<file path="config.mk">
export PLATFORM = sky130hd
export DESIGN_NAME = stc_ctrl
export DESIGN_NICKNAME = d
export VERILOG_FILES = /design/src/stc_pkg.sv /design/src/stc_divide_ratio_field.sv /design/src/stc_interval.sv /design/src/stc_ctrl.sv
export SDC_FILE = /design/constraint.sdc
export NUM_CORES = 1
export LEC_CHECK = 0
export BUFFER_PORTS_ARGS = -buffer_cell sky130_fd_sc_hd__buf_4
export CORE_MARGIN = 8
export CORE_UTILIZATION = 45
export CTS_BUF_LIST = sky130_fd_sc_hd__clkbuf_4
export DETAILED_ROUTE_END_ITERATION = 10
export HOLD_SLACK_MARGIN = 0.02
export PLACE_DENSITY = 0.7
export SLEW_MARGIN = 20
export SYNTH_ARGS = -nofsm -noshare
export SYNTH_HDL_FRONTEND = slang
export SYNTH_SLANG_ARGS = --single-unit
</file>
<file path="constraint.sdc">
create_clock -name sys_clk_in -period 2.6 [get_ports sys_clk_in]
set_clock_uncertainty 0.15 [all_clocks]
set_input_delay 0.39 -clock sys_clk_in [delete_from_list [all_inputs] [get_ports sys_clk_in]]
set_output_delay 0.39 -clock sys_clk_in [all_outputs]
set_load 0.1 [all_outputs]
</file>
<file path="src/stc_pkg.sv">
// Package: constants and types for the cpu logic self-test controller
package stc_pkg;

	// ==========================================================
	// Register map (byte addresses on the plain register port)
	// ==========================================================
	localparam logic [31:0] STC_DIVIDE_RATIO_FIELD_ADDR = 32'hffffe108;
	localparam logic [31:0] STC_CTRL_ADDR = 32'hffffe100;
	localparam logic [31:0] STC_INTCNT_ADDR = 32'hffffe104;
	localparam logic [31:0] STC_TMO_ADDR = 32'hffffe10c;
	localparam logic [31:0] STC_STAT_ADDR = 32'hffffe110;
	localparam logic [31:0] STC_FAILINT_ADDR = 32'hffffe114;
	localparam logic [31:0] STC_IMASK_ADDR = 32'hffffe118;
	localparam logic [31:0] STC_CURINT_ADDR = 32'hffffe11c;

	// ==========================================================
	// Field positions
	// ==========================================================
	localparam int STC_CTRL_RUN_BIT = 0;
	localparam int STC_CTRL_RESTART_BIT = 1;
	localparam int STC_CTRL_CORE_BIT = 2;
	localparam int STC_CTRL_FULL_BIT = 3;
	localparam int STC_ST_DONE_BIT = 0;
	localparam int STC_ST_FAIL_BIT = 1;
	localparam int STC_ST_TMO_BIT = 2;
	localparam int STC_ST_RSTCAUSE_BIT = 5;
	localparam int STC_DIV_LSB = 0;
	localparam int STC_DIV_W = 3;
	localparam int STC_ST_W = 6;

	// ==========================================================
	// Sizes, reset values, timing
	// ==========================================================
	localparam int STC_INT_W = 5;
	localparam logic [STC_INT_W-1:0] STC_MAX_INTERVALS = 5'h18;
	localparam int STC_CYC_PER_INTERVAL = 1365;
	localparam int STC_CYC_W = 11;
	localparam int STC_TMO_W = 32;
	localparam logic [STC_DIV_W-1:0] STC_DIV_RESET = 3'h0;
	localparam logic [STC_INT_W-1:0] STC_INTCNT_RESET = 5'h01;
	localparam logic [STC_TMO_W-1:0] STC_TMO_RESET = 32'hffffffff;
	localparam int STC_RST_PULSE_CYC = 32;

	typedef enum logic [2:0] {
		STC_IDLE,
		STC_RUN,
		STC_CHECK,
		STC_RESET
	} stc_state_t;

endpackage

</file>
<file path="src/stc_divide_ratio_field.sv">
// Self-test clock enable generator: divides core clock by 1..8
`timescale 1ns/1ps
module stc_divide_ratio_field
	import stc_pkg::*;
(
	// Clock, reset, enable
	input wire logic sys_clk_in,
	input wire logic sys_rst_in,
	input wire logic clk_en_in,
	// Control
	input wire logic active_in,
	input wire logic [STC_DIV_W-1:0] divide_ratio_field_in,
	// Tick for core and delayed core clock alike
	output logic tick_out
);
	logic [STC_DIV_W-1:0] cnt_q, cnt_d;

	// Field value n divides by n+1, so range is 1 to 8
	always_comb begin
		cnt_d = cnt_q;
		if (!active_in) begin
			cnt_d = '0;
		end else if (cnt_q >= divide_ratio_field_in) begin
			cnt_d = '0;
		end else begin
			cnt_d = cnt_q + 3'h1;
		end
	end

	always_ff @(posedge sys_clk_in) begin
		if (sys_rst_in) begin
			cnt_q <= '0;
		end else if (clk_en_in) begin
			cnt_q <= cnt_d;
		end
	end

	assign tick_out = active_in && (cnt_q >= divide_ratio_field_in);
endmodule // stc_divide_ratio_field

</file>
<file path="src/stc_interval.sv">
// Interval cycle counter: one fixed-length test interval per start
`timescale 1ns/1ps
module stc_interval
	import stc_pkg::*;
(
	// Clock, reset, enable
	input wire logic sys_clk_in,
	input wire logic sys_rst_in,
	input wire logic clk_en_in,
	// Control
	input wire logic start_in,
	input wire logic tick_in,
	// Status
	output logic busy_out,
	output logic done_out
);
	logic [STC_CYC_W-1:0] cnt_q, cnt_d;
	logic busy_q, busy_d;
	localparam logic [STC_CYC_W-1:0] LAST = STC_CYC_W'(STC_CYC_PER_INTERVAL - 1);

	always_comb begin
		cnt_d = cnt_q;
		busy_d = busy_q;
		done_out = 1'b0;
		if (start_in) begin
			cnt_d = '0;
			busy_d = 1'b1;
		end else if (busy_q && tick_in) begin
			if (cnt_q == LAST) begin
				busy_d = 1'b0;
				done_out = 1'b1;
			end else begin
				cnt_d = cnt_q + 11'h001;
			end
		end
	end

	always_ff @(posedge sys_clk_in) begin
		if (sys_rst_in) begin
			cnt_q <= '0;
			busy_q <= 1'b0;
		end else if (clk_en_in) begin
			cnt_q <= cnt_d;
			busy_q <= busy_d;
		end
	end

	assign busy_out = busy_q;
endmodule // stc_interval

</file>
<file path="src/stc_ctrl.sv">
// Top: cpu logic self-test controller with registers and run sequencer
//
// Operation
// - Drive logic self-test engine on one core per run, picked by the core select bit
// - Test split into independent pass/fail intervals
// - Run all intervals or programmed count
// - Resume after last interval or restart
// - Isolate core under test during run
// - Record failing interval number for software
// - Programmable timeout bounds run duration
// - Run ends with processor reset, status readable
// - Test clock divided via divider register
// - Each interval takes 1365 test clocks
// - Self-test reset flagged in status bit 5
// - Core clocks divided alike, ratio 1 to 8
//
// The implementer's own choice: the plain strobed port.
`timescale 1ns/1ps
module stc_ctrl
	import stc_pkg::*;
(
	// Clock, reset, enable
	input wire logic sys_clk_in,
	input wire logic sys_rst_in,
	input wire logic clk_en_in,
	// Register port
	input wire logic [31:0] reg_addr_in,
	input wire logic [31:0] reg_wdata_in,
	input wire logic reg_wr_in,
	input wire logic reg_rd_in,
	output logic [31:0] reg_rdata_out,
	// Self-test engine (pattern source, response checker)
	output logic engine_start_out,
	output logic engine_tick_out,
	output logic [STC_INT_W-1:0] engine_interval_out,
	output logic engine_core_sel_out,
	input wire logic engine_fail_in,
	// Core isolation and reset
	output logic [1:0] core_isolate_out,
	output logic cpu_reset_out,
	// Interrupt
	output logic irq_out
);
	// ==========================================================
	// Registers
	// ==========================================================
	stc_state_t state_q, state_d;
	logic [STC_DIV_W-1:0] div_q, div_d;
	logic [STC_INT_W-1:0] intcnt_q, intcnt_d;
	logic [STC_TMO_W-1:0] tmo_q, tmo_d;
	logic [STC_TMO_W-1:0] tmo_cnt_q, tmo_cnt_d;
	logic restart_q, restart_d;
	logic core_q, core_d;
	logic full_q, full_d;
	logic [STC_INT_W-1:0] next_int_q, next_int_d;
	logic [STC_INT_W-1:0] run_left_q, run_left_d;
	logic [STC_INT_W-1:0] fail_int_q, fail_int_d;
	logic [STC_ST_W-1:0] stat_q, stat_d;
	logic [STC_ST_W-1:0] mask_q, mask_d;
	logic [5:0] rst_cnt_q, rst_cnt_d;
	logic [31:0] rdata_q, rdata_d;
	logic fail_seen_q, fail_seen_d;

	logic tick;
	logic iv_start;
	logic iv_busy;
	logic iv_done;
	logic run_go;
	logic [STC_ST_W-1:0] ev_set;
	logic [STC_ST_W-1:0] wr_clr;

	// ==========================================================
	// Test clock divider and interval counter
	// ==========================================================
	stc_divide_ratio_field u_div (
		.sys_clk_in(sys_clk_in),
		.sys_rst_in(sys_rst_in),
		.clk_en_in(clk_en_in),
		.active_in(state_q == STC_RUN),
		.divide_ratio_field_in(div_q),
		.tick_out(tick)
	);

	stc_interval u_iv (
		.sys_clk_in(sys_clk_in),
		.sys_rst_in(sys_rst_in),
		.clk_en_in(clk_en_in),
		.start_in(iv_start),
		.tick_in(tick),
		.busy_out(iv_busy),
		.done_out(iv_done)
	);

	assign run_go = reg_wr_in && (reg_addr_in == STC_CTRL_ADDR) &&
		reg_wdata_in[STC_CTRL_RUN_BIT];

	// ==========================================================
	// Run sequencer
	// ==========================================================
	always_comb begin
		state_d = state_q;
		next_int_d = next_int_q;
		run_left_d = run_left_q;
		fail_int_d = fail_int_q;
		tmo_cnt_d = tmo_cnt_q;
		rst_cnt_d = rst_cnt_q;
		fail_seen_d = fail_seen_q;
		iv_start = 1'b0;
		ev_set = '0;
		unique case (state_q)
			STC_IDLE: begin
				if (run_go) begin
					state_d = STC_RUN;
					tmo_cnt_d = tmo_q;
					fail_seen_d = 1'b0;
					iv_start = 1'b1;
					if (reg_wdata_in[STC_CTRL_RESTART_BIT] || next_int_q >= STC_MAX_INTERVALS) begin
						next_int_d = '0;
					end
					if (reg_wdata_in[STC_CTRL_FULL_BIT]) begin
						run_left_d = STC_MAX_INTERVALS;
					end else begin
						run_left_d = (intcnt_q == '0) ? 5'h01 : intcnt_q;
					end
				end
			end
			STC_RUN: begin
				if (tick && engine_fail_in) begin
					fail_seen_d = 1'b1;
				end
				if (tmo_cnt_q == '0) begin
					ev_set[STC_ST_TMO_BIT] = 1'b1;
					ev_set[STC_ST_FAIL_BIT] = 1'b1;
					fail_int_d = next_int_q;
					state_d = STC_RESET;
				end else begin
					tmo_cnt_d = tmo_cnt_q - 32'h1;
					if (iv_done) begin
						state_d = STC_CHECK;
					end
				end
			end
			STC_CHECK: begin
				// Each interval judged on its own; stop at first failure
				if (fail_seen_q || engine_fail_in) begin
					ev_set[STC_ST_FAIL_BIT] = 1'b1;
					fail_int_d = next_int_q;
					next_int_d = next_int_q + 5'h01;
					state_d = STC_RESET;
				end else begin
					next_int_d = next_int_q + 5'h01;
					run_left_d = run_left_q - 5'h01;
					if (run_left_q == 5'h01 || next_int_q + 5'h01 >= STC_MAX_INTERVALS) begin
						state_d = STC_RESET;
					end else begin
						iv_start = 1'b1;
						fail_seen_d = 1'b0;
						state_d = STC_RUN;
					end
				end
				if (tmo_cnt_q != '0) begin
					tmo_cnt_d = tmo_cnt_q - 32'h1;
				end
			end
			STC_RESET: begin
				// Hold the reset long enough for the core to see it
				if (rst_cnt_q == 6'(STC_RST_PULSE_CYC - 1)) begin
					rst_cnt_d = '0;
					ev_set[STC_ST_DONE_BIT] = 1'b1;
					ev_set[STC_ST_RSTCAUSE_BIT] = 1'b1;
					state_d = STC_IDLE;
				end else begin
					rst_cnt_d = rst_cnt_q + 6'h01;
				end
			end
			default: state_d = STC_IDLE;
		endcase
	end

	// ==========================================================
	// Register writes and reads
	// ==========================================================
	always_comb begin
		div_d = div_q;
		intcnt_d = intcnt_q;
		tmo_d = tmo_q;
		restart_d = restart_q;
		core_d = core_q;
		full_d = full_q;
		mask_d = mask_q;
		wr_clr = '0;
		rdata_d = '0;
		if (reg_wr_in) begin
			case (reg_addr_in)
				STC_DIVIDE_RATIO_FIELD_ADDR: div_d = reg_wdata_in[STC_DIV_LSB +: STC_DIV_W];
				STC_INTCNT_ADDR: intcnt_d = reg_wdata_in[STC_INT_W-1:0];
				STC_TMO_ADDR: tmo_d = reg_wdata_in;
				STC_CTRL_ADDR: begin
					restart_d = reg_wdata_in[STC_CTRL_RESTART_BIT];
					core_d = reg_wdata_in[STC_CTRL_CORE_BIT];
					full_d = reg_wdata_in[STC_CTRL_FULL_BIT];
				end
				STC_STAT_ADDR: wr_clr = reg_wdata_in[STC_ST_W-1:0];
				STC_IMASK_ADDR: mask_d = reg_wdata_in[STC_ST_W-1:0];
				default: ;
			endcase
		end
		if (reg_rd_in) begin
			case (reg_addr_in)
				STC_DIVIDE_RATIO_FIELD_ADDR: rdata_d = {29'h0, div_q};
				STC_INTCNT_ADDR: rdata_d = {27'h0, intcnt_q};
				STC_TMO_ADDR: rdata_d = tmo_q;
				STC_CTRL_ADDR: rdata_d = {28'h0, full_q, core_q, restart_q,
					state_q != STC_IDLE};
				STC_STAT_ADDR: rdata_d = {26'h0, stat_q};
				STC_FAILINT_ADDR: rdata_d = {27'h0, fail_int_q};
				STC_IMASK_ADDR: rdata_d = {26'h0, mask_q};
				STC_CURINT_ADDR: rdata_d = {27'h0, next_int_q};
				default: rdata_d = '0;
			endcase
		end
		// Set wins over a write-one clear in the same cycle
		stat_d = (stat_q & ~wr_clr) | ev_set;
	end

	always_ff @(posedge sys_clk_in) begin
		if (sys_rst_in) begin
			state_q <= STC_IDLE;
			div_q <= STC_DIV_RESET;
			intcnt_q <= STC_INTCNT_RESET;
			tmo_q <= STC_TMO_RESET;
			tmo_cnt_q <= '0;
			restart_q <= 1'b0;
			core_q <= 1'b0;
			full_q <= 1'b0;
			next_int_q <= '0;
			run_left_q <= '0;
			fail_int_q <= '0;
			stat_q <= '0;
			mask_q <= '0;
			rst_cnt_q <= '0;
			rdata_q <= '0;
			fail_seen_q <= 1'b0;
		end else if (clk_en_in) begin
			state_q <= state_d;
			div_q <= div_d;
			intcnt_q <= intcnt_d;
			tmo_q <= tmo_d;
			tmo_cnt_q <= tmo_cnt_d;
			restart_q <= restart_d;
			core_q <= core_d;
			full_q <= full_d;
			next_int_q <= next_int_d;
			run_left_q <= run_left_d;
			fail_int_q <= fail_int_d;
			stat_q <= stat_d;
			mask_q <= mask_d;
			rst_cnt_q <= rst_cnt_d;
			rdata_q <= rdata_d;
			fail_seen_q <= fail_seen_d;
		end
	end

	// ==========================================================
	// Outputs
	// ==========================================================
	assign reg_rdata_out = rdata_q;
	assign engine_start_out = iv_start;
	assign engine_tick_out = tick && iv_busy;
	assign engine_interval_out = next_int_q;
	assign engine_core_sel_out = core_q;
	// Isolation held through the reset pulse so no glitch leaks out
	assign core_isolate_out = (state_q != STC_IDLE) ?
		(core_q ? 2'b10 : 2'b01) : 2'b00;
	assign cpu_reset_out = (state_q == STC_RESET);
	assign irq_out = |(stat_q & mask_q);
endmodule // stc_ctrl

</file>
======== Word-level counts from Yosys, hierarchy flattened ========
Index checks and enable logic that the tools add are counted.
word-level totals
  register bits after elaboration ......... 159
  bits of input ports ..................... 70
  output and inout port bits .............. 44
  word-level logic and storage cells ...... 146
cells by class
  add/sub/neg operators ................... 6
  order comparisons ....................... 3
  equal/unequal tests ..................... 26
  muxes and demuxes ....................... 55
  bitwise operators ....................... 4
  reduce and logical (&&, ||, !) cells .... 33
operators with widths
  cell                     number
  $eq A32 B32 Y1 const B   8
  $pmux W32 S8             1
  $mux W32                 4
  $pmux W32 S3             1
  $mux W5                  8
  $mux W11                 3
  $logic_not A32 Y1        1
  $reduce_bool A32 Y1      1
  $sub A32 B1 Y32 const B  1
  $pmux W5 S2              3
  $reduce_and A3 Y1        7
  $ne A2 B2 Y1 const B     10
  $mux W3                  6
  $mux W6                  3
  $mux W1                  17
  $reduce_and A4 Y1        4
  $and A6 B6 Y6            2
  $pmux W3 S4              1
  $add A11 B1 Y11 const B  1
  $eq A11 B11 Y1 const B   1
  $ge A5 B5 Y1 const B     2
  $mux W2                  5
  $reduce_bool A2 Y1       4
  $add A6 B1 Y6 const B    1
  other kinds (23)         32

======== Depth between registers and ports, before layout ========
  depth after elaboration ................. 10
  mapped depth ............................ 10
  gate-level depth less buffers ........... 8

======== Hierarchy ========
From an unflattened synthesis, not the netlist that was laid out.
unflattened totals
  cells, all modules ...................... 989
  area, all modules ....................... 8309.2 um2
modules (own cells, without submodules)
  module                  times used  cells an instance  area each (um2)  seq. area each (um2)
  stc_ctrl                1           862                7303.3           2862.7
  stc_interval            1           98                 762.0            240.2
  stc_divide_ratio_field  1           29                 244.0            60.1

======== Least setup slack after synthesis ========
OpenSTA, ideal clock, no wires.
  path kind ............................... register -> output
  from .................................... register u_div.cnt_q[0]
  to ...................................... output engine_tick_out
  data arrival time ....................... 3142 ps
  data required time ...................... 2060 ps
  slack ................................... -1082 ps
  cell stages (with the launch flop) ...... 6
  path buffers ............................ 0
  path through ............................ dfxtp_1 -> inv_1 -> ha_1 -> nand2b_1 -> a31oi_1 -> nor3b_1
between the ends
  cells in the longest elaborated chain, start to end .. 3
ends and longest elaborated chain
  element                 RTL line                      text
  from (decl)             stc_divide_ratio_field.sv:16  logic [STC_DIV_W-1:0] cnt_q, cnt_d;
  from (signal assigned)  stc_divide_ratio_field.sv:34  cnt_q <= cnt_d;
  $ge A3 B3 Y1            stc_divide_ratio_field.sv:38  assign tick_out = active_in && (cnt_q >= divide_ratio_field_in);
  $logic_and A1 B1 Y1     stc_divide_ratio_field.sv:38
  $logic_and A1 B1 Y1     stc_ctrl.sv:269               assign engine_tick_out = tick && iv_busy;
  to (decl)               stc_ctrl.sv:34                output logic engine_tick_out,
Every way passes these cells.

======== Worst setup path after layout ========
  from .................................... register run_left_q[1]
  to ...................................... output engine_start_out
between the ends
  cells in the longest elaborated chain, start to end .. 5
ends and longest elaborated chain
  element                 RTL line         text
  from (decl)             stc_ctrl.sv:56   logic [STC_INT_W-1:0] run_left_q, run_left_d;
  from (signal assigned)  stc_ctrl.sv:254  run_left_q <= run_left_d;
  $eq A5 B1 Y1            stc_ctrl.sv:153  if (run_left_q == 5'h01 || next_int_q + 5'h01 >= STC_MAX_INTERVALS) begin
  $logic_or A1 B1 Y1      stc_ctrl.sv:153
  $mux W1                 stc_ctrl.sv:153
  $mux W1                 stc_ctrl.sv:145  if (fail_seen_q || engine_fail_in) begin
  $pmux W1 S2             stc_ctrl.sv:110  unique case (state_q)
  to (decl)               stc_ctrl.sv:33   output logic engine_start_out,
Every way passes these cells.

==> flow_summary_export.csv <==
group,metric,value,unit
status,outcome,"complete, but fails checks",
status,failed_checks,"setup timing",
cells_and_area,fillerInstances,1577,
logic_synthesis,synth_top_flop_cell,"sky130_fd_sc_hd__dfxtp_1",
cells_and_area,multiInputGateArea,4800,um2
critical_path,arrival,2240,ps
cells_and_area,design.final.nets,1293,
logic_synthesis,dominant_combinational_cell_family_by_area_after_synthesis,"simple AND/OR/NAND/NOR gates",
clock_tree,cts_tree,"built",
logic_synthesis,post_synth_mux_area_share,0.0772,
power_and_ir_drop,power.ir.vdd_worst,325,uV
floorplanning,dieWidth,151,um
logic_synthesis,synthesis.nets,1095,
floorplanning,start_util,0.458,
clock_tree,clock_tree.htree_level_count,4,
clock_tree,cts_root_cell,"sky130_fd_sc_hd__clkbuf_4",
sta,setup_viol,2,
critical_path,timing.critical_path.from_type,"flip-flop",
global_route,global_route_wire_length_before_repair,39000,um
floorplanning,die_height,151,um
sta,worstMarginPinSlew,679,ps
logic_synthesis,synth-compound-area-share,0.183,
sta,timing.setup.tns,-213,ps
cells_and_area,fin_util,0.599,
critical_path,r2r-start,"u_div.cnt_q[2]",
clock_tree,clkTransAtPathRegs,130,ps
logic_synthesis,most_numerous_cell_in_the_yosys_netlist,"sky130_fd_sc_hd__dfxtp_1",
logic_synthesis,yosys.area_share.adder,0.0259,
route,antenna_violating_nets_post_route,0,
sta,timing.slew.headroom,0.544,
route,vias,8160,
sta,postLayoutSetupSlackWorst,-177,ps
floorplanning,fp.dieArea,22800,um2
critical_path,worst-setup-path-type,"reg -> out",
critical_path,worst-path-max-fanout,2,
floorplanning,number_of_placed_i_o_pins,114,
sta,finalHoldViolations,0,
logic_synthesis,yosysUniqueCellTypes,73,
power_and_ir_drop,leakagePower,4.34,nW
sta,clock.fmax,0.360,GHz
logic_synthesis,post_synth_inst_count,1008,
clock_tree,source_to_sink_clock_delay_at_the_later_pin_of_the_worst_skew_pair,580,ps
floorplanning,floorplan_row_count,49,
route,avgViaCountPerCell,5.63,
sta,fin_hold_ws,95.2,ps
placed_design,placement.setup.worst_slack,-178,ps
critical_path,worst-r2r-cell-count,8,
floorplanning,core_area,17900,um2
global_route,grt_use_met1,0.256,
power_and_ir_drop,pwr_density_cell,401,nW/um2
global_route,global_routing_usage_on_met2,0.362,
logic_synthesis,synth-xor-area-share,0.00854,
global_route,grt_busiest_layer,"met2",
global_route,gr-usage-all-layers,0.210,
global_route,grt_start_max_net_pins,56,
global_route,grt_use_met3,0.0499,
cells_and_area,final_layout_size_suffix_gt1_frac,0.255,
logic_synthesis,mean_post_synth_cell_area,8.14,um2
route,pre_antenna_drt_iters,5,
logic_synthesis,leading_area_contributor_after_synthesis,"sky130_fd_sc_hd__dfxtp_1",
placed_design,place_congestion,0.914,
sta,part_of_the_cycle_the_worst_path_needs,1.07,
placed_design,placedCellCount,1375,
logic_synthesis,synth-edff-count,0,
worst_hold_path,hold_class,"in -> reg",
logic_synthesis,area_share_of_and_or_nand_nor_cells_after_synthesis,0.271,
clock_tree,cts_made_buffers,17,
cells_and_area,layout-area-overhead-vs-synth,30.6,%
global_route,grt_pass1_vias,7896,
critical_path,worst_setup_path_endpoint,"engine_start_out",
logic_synthesis,synth_area_leaders,"sky130_fd_sc_hd__dfxtp_1, sky130_fd_sc_hd__mux2i_1, sky130_fd_sc_hd__a21oi_1",
clock_tree,clock_sink_count,158,
logic_synthesis,netlist.area_leader.share,0.386,
logic_synthesis,synth-seq-cells,158,
sta,unrepaired_setup_endpoints_after_global_routing,"true",
placed_design,placed_cell_area,9840,um2
route,detail_route.drc_violations,0,
critical_path,critical_path.reg2reg.endpoint,"state_q[0]",
placed_design,port_buffers,113,
global_route,grt_antenna_before_repair,1,
cells_and_area,fin_cells,1449,
global_route,globalRouteOverflowTotal,0,
logic_synthesis,synth-warning-count,0,
cells_and_area,register_area,3180,um2
sta,finalMaxSlewViolations,0,
power_and_ir_drop,post-layout-total-power,4.30,mW
flow_run,max_cap_viol_count,0,
placed_design,detailedPlacementHpwl,17200,um
route,drt_first_iter_violations,469,
logic_synthesis,netlist_area,8200,um2
critical_path,crit_path_start,"run_left_q[1]",
logic_synthesis,synth_seq_area_share,0.386,
cells_and_area,finish.instance_area,10700,um2
route,routedWlPerCell,16.7,um
clock_tree,cts-root-to-sink-buffers,2,
critical_path,r2r_slack,-40,ps
critical_path,crit_path_end_kind,"output pin",
route,totalWireLength,24200,um
logic_synthesis,synth_commonest_cells,"sky130_fd_sc_hd__dfxtp_1, sky130_fd_sc_hd__nand2_1, sky130_fd_sc_hd__nor2_1",
critical_path,critical_path_data_required_time,2060,ps
sta,layout_min_cycle_time,2780,ps
logic_synthesis,fraction_of_synthesis_flops_using_an_asynchronous_set_or_reset_pin,0,
==> worst max-delay path, stage by stage (launching register included) <==
cell,delay [ps]
sky130_fd_sc_hd__dfxtp_2,350
sky130_fd_sc_hd__inv_2,50
sky130_fd_sc_hd__ha_1,120
sky130_fd_sc_hd__or4b_4,460
sky130_fd_sc_hd__o211ai_1,130
sky130_fd_sc_hd__nor2_1,100
sky130_fd_sc_hd__nor2_2,160
sky130_fd_sc_hd__clkinvlp_4,130
sky130_fd_sc_hd__buf_12,170
==> how the worst min path moves through the flow <==
| stage | to | from | cells after the start | slack (ps) |
|---|---|---|---|---|
| finish | stat_q[0] | reg_wdata_in[0] | 3 | 100 |
| global route | stat_q[0] | reg_wdata_in[0] | 3 | 40 |
| CTS | stat_q[0] | reg_wdata_in[0] | 3 | 60 |
| detailed placement | reg_rdata_out[5] | reg_rdata_out[5] | 2 | 310 |
| global placement | tmo_cnt_q[23] | tmo_cnt_q[23] | 2 | 300 |
| floorplan | restart_q | restart_q | 2 | 280 |
==> kinds of logic after synthesis <==
group | after synthesis
and+or+nand+nor | 424
AOI/OAI and AO/OA | 241
DFF | 158
buffers and inverters | 100
muxes | 60
adders and majority gates | 17
xor gates and xnor gates | 8
==> registers in the layout (all words and copies together) (netlist names), 2 cells and up <==
signal               count
tmo_cnt_q               32
u_iv.cnt_q              11
mask_q                   6
rst_cnt_q                6
run_left_q               5
engine_interval_out      5
state_q                  2
intcnt_q                 5
div_q                    3
tmo_q                   32
u_div.cnt_q              3
stat_q                   6
reg_rdata_out           32
fail_int_q               5
==> metal layers <==
layer  share of wire  vias to the layer above
met5               0                        -
met4           0.017                        0
met3           0.052                       36
met2            0.49                      225
met1            0.44                     3867
li1                -                     4032
==> placed cells by master (no fill, tap or decap), types with 17 or more instances in the layout <==
master and instances:
sky130_fd_sc_hd__nand2_1 110, sky130_fd_sc_hd__nor3_1 29, sky130_fd_sc_hd__clkbuf_4 17, sky130_fd_sc_hd__o21ai_0 49, sky130_fd_sc_hd__nor2_1 102, sky130_fd_sc_hd__mux2i_1 52
sky130_fd_sc_hd__inv_1 29, sky130_fd_sc_hd__dfxtp_1 147, sky130_fd_sc_hd__dlygate4sd3_1 32, sky130_fd_sc_hd__buf_4 204, sky130_fd_sc_hd__nand3_1 27, sky130_fd_sc_hd__a21oi_1 97
sky130_fd_sc_hd__nor2b_1 35
==> area by class of cell <==
class,count,area share
Clock inverter,15,0.0162
Clock buffer,17,0.0119
Antenna cell,1,0.000234
Multi-Input combinational cell,750,0.448
Tap cell,229,0.0267
Inverter,35,0.0126
Sequential cell,158,0.297
Timing Repair Buffer,244,0.187
==> timing repair <==
action	CTS	global route
buffers inserted	9	1
setup endpoints to repair	8	18
gates resized for setup	25	19
pin swaps	6	6
hold endpoints to repair	59	0
hold buffers	32	0
==> power by group <==
group	internal [mW]	switching, mW
logic	0.138	0.137
clock network	0.606	0.996
registers	2.42	0.0000000492
total	3.16	1.13
Power figures use the tool's default switching activity.
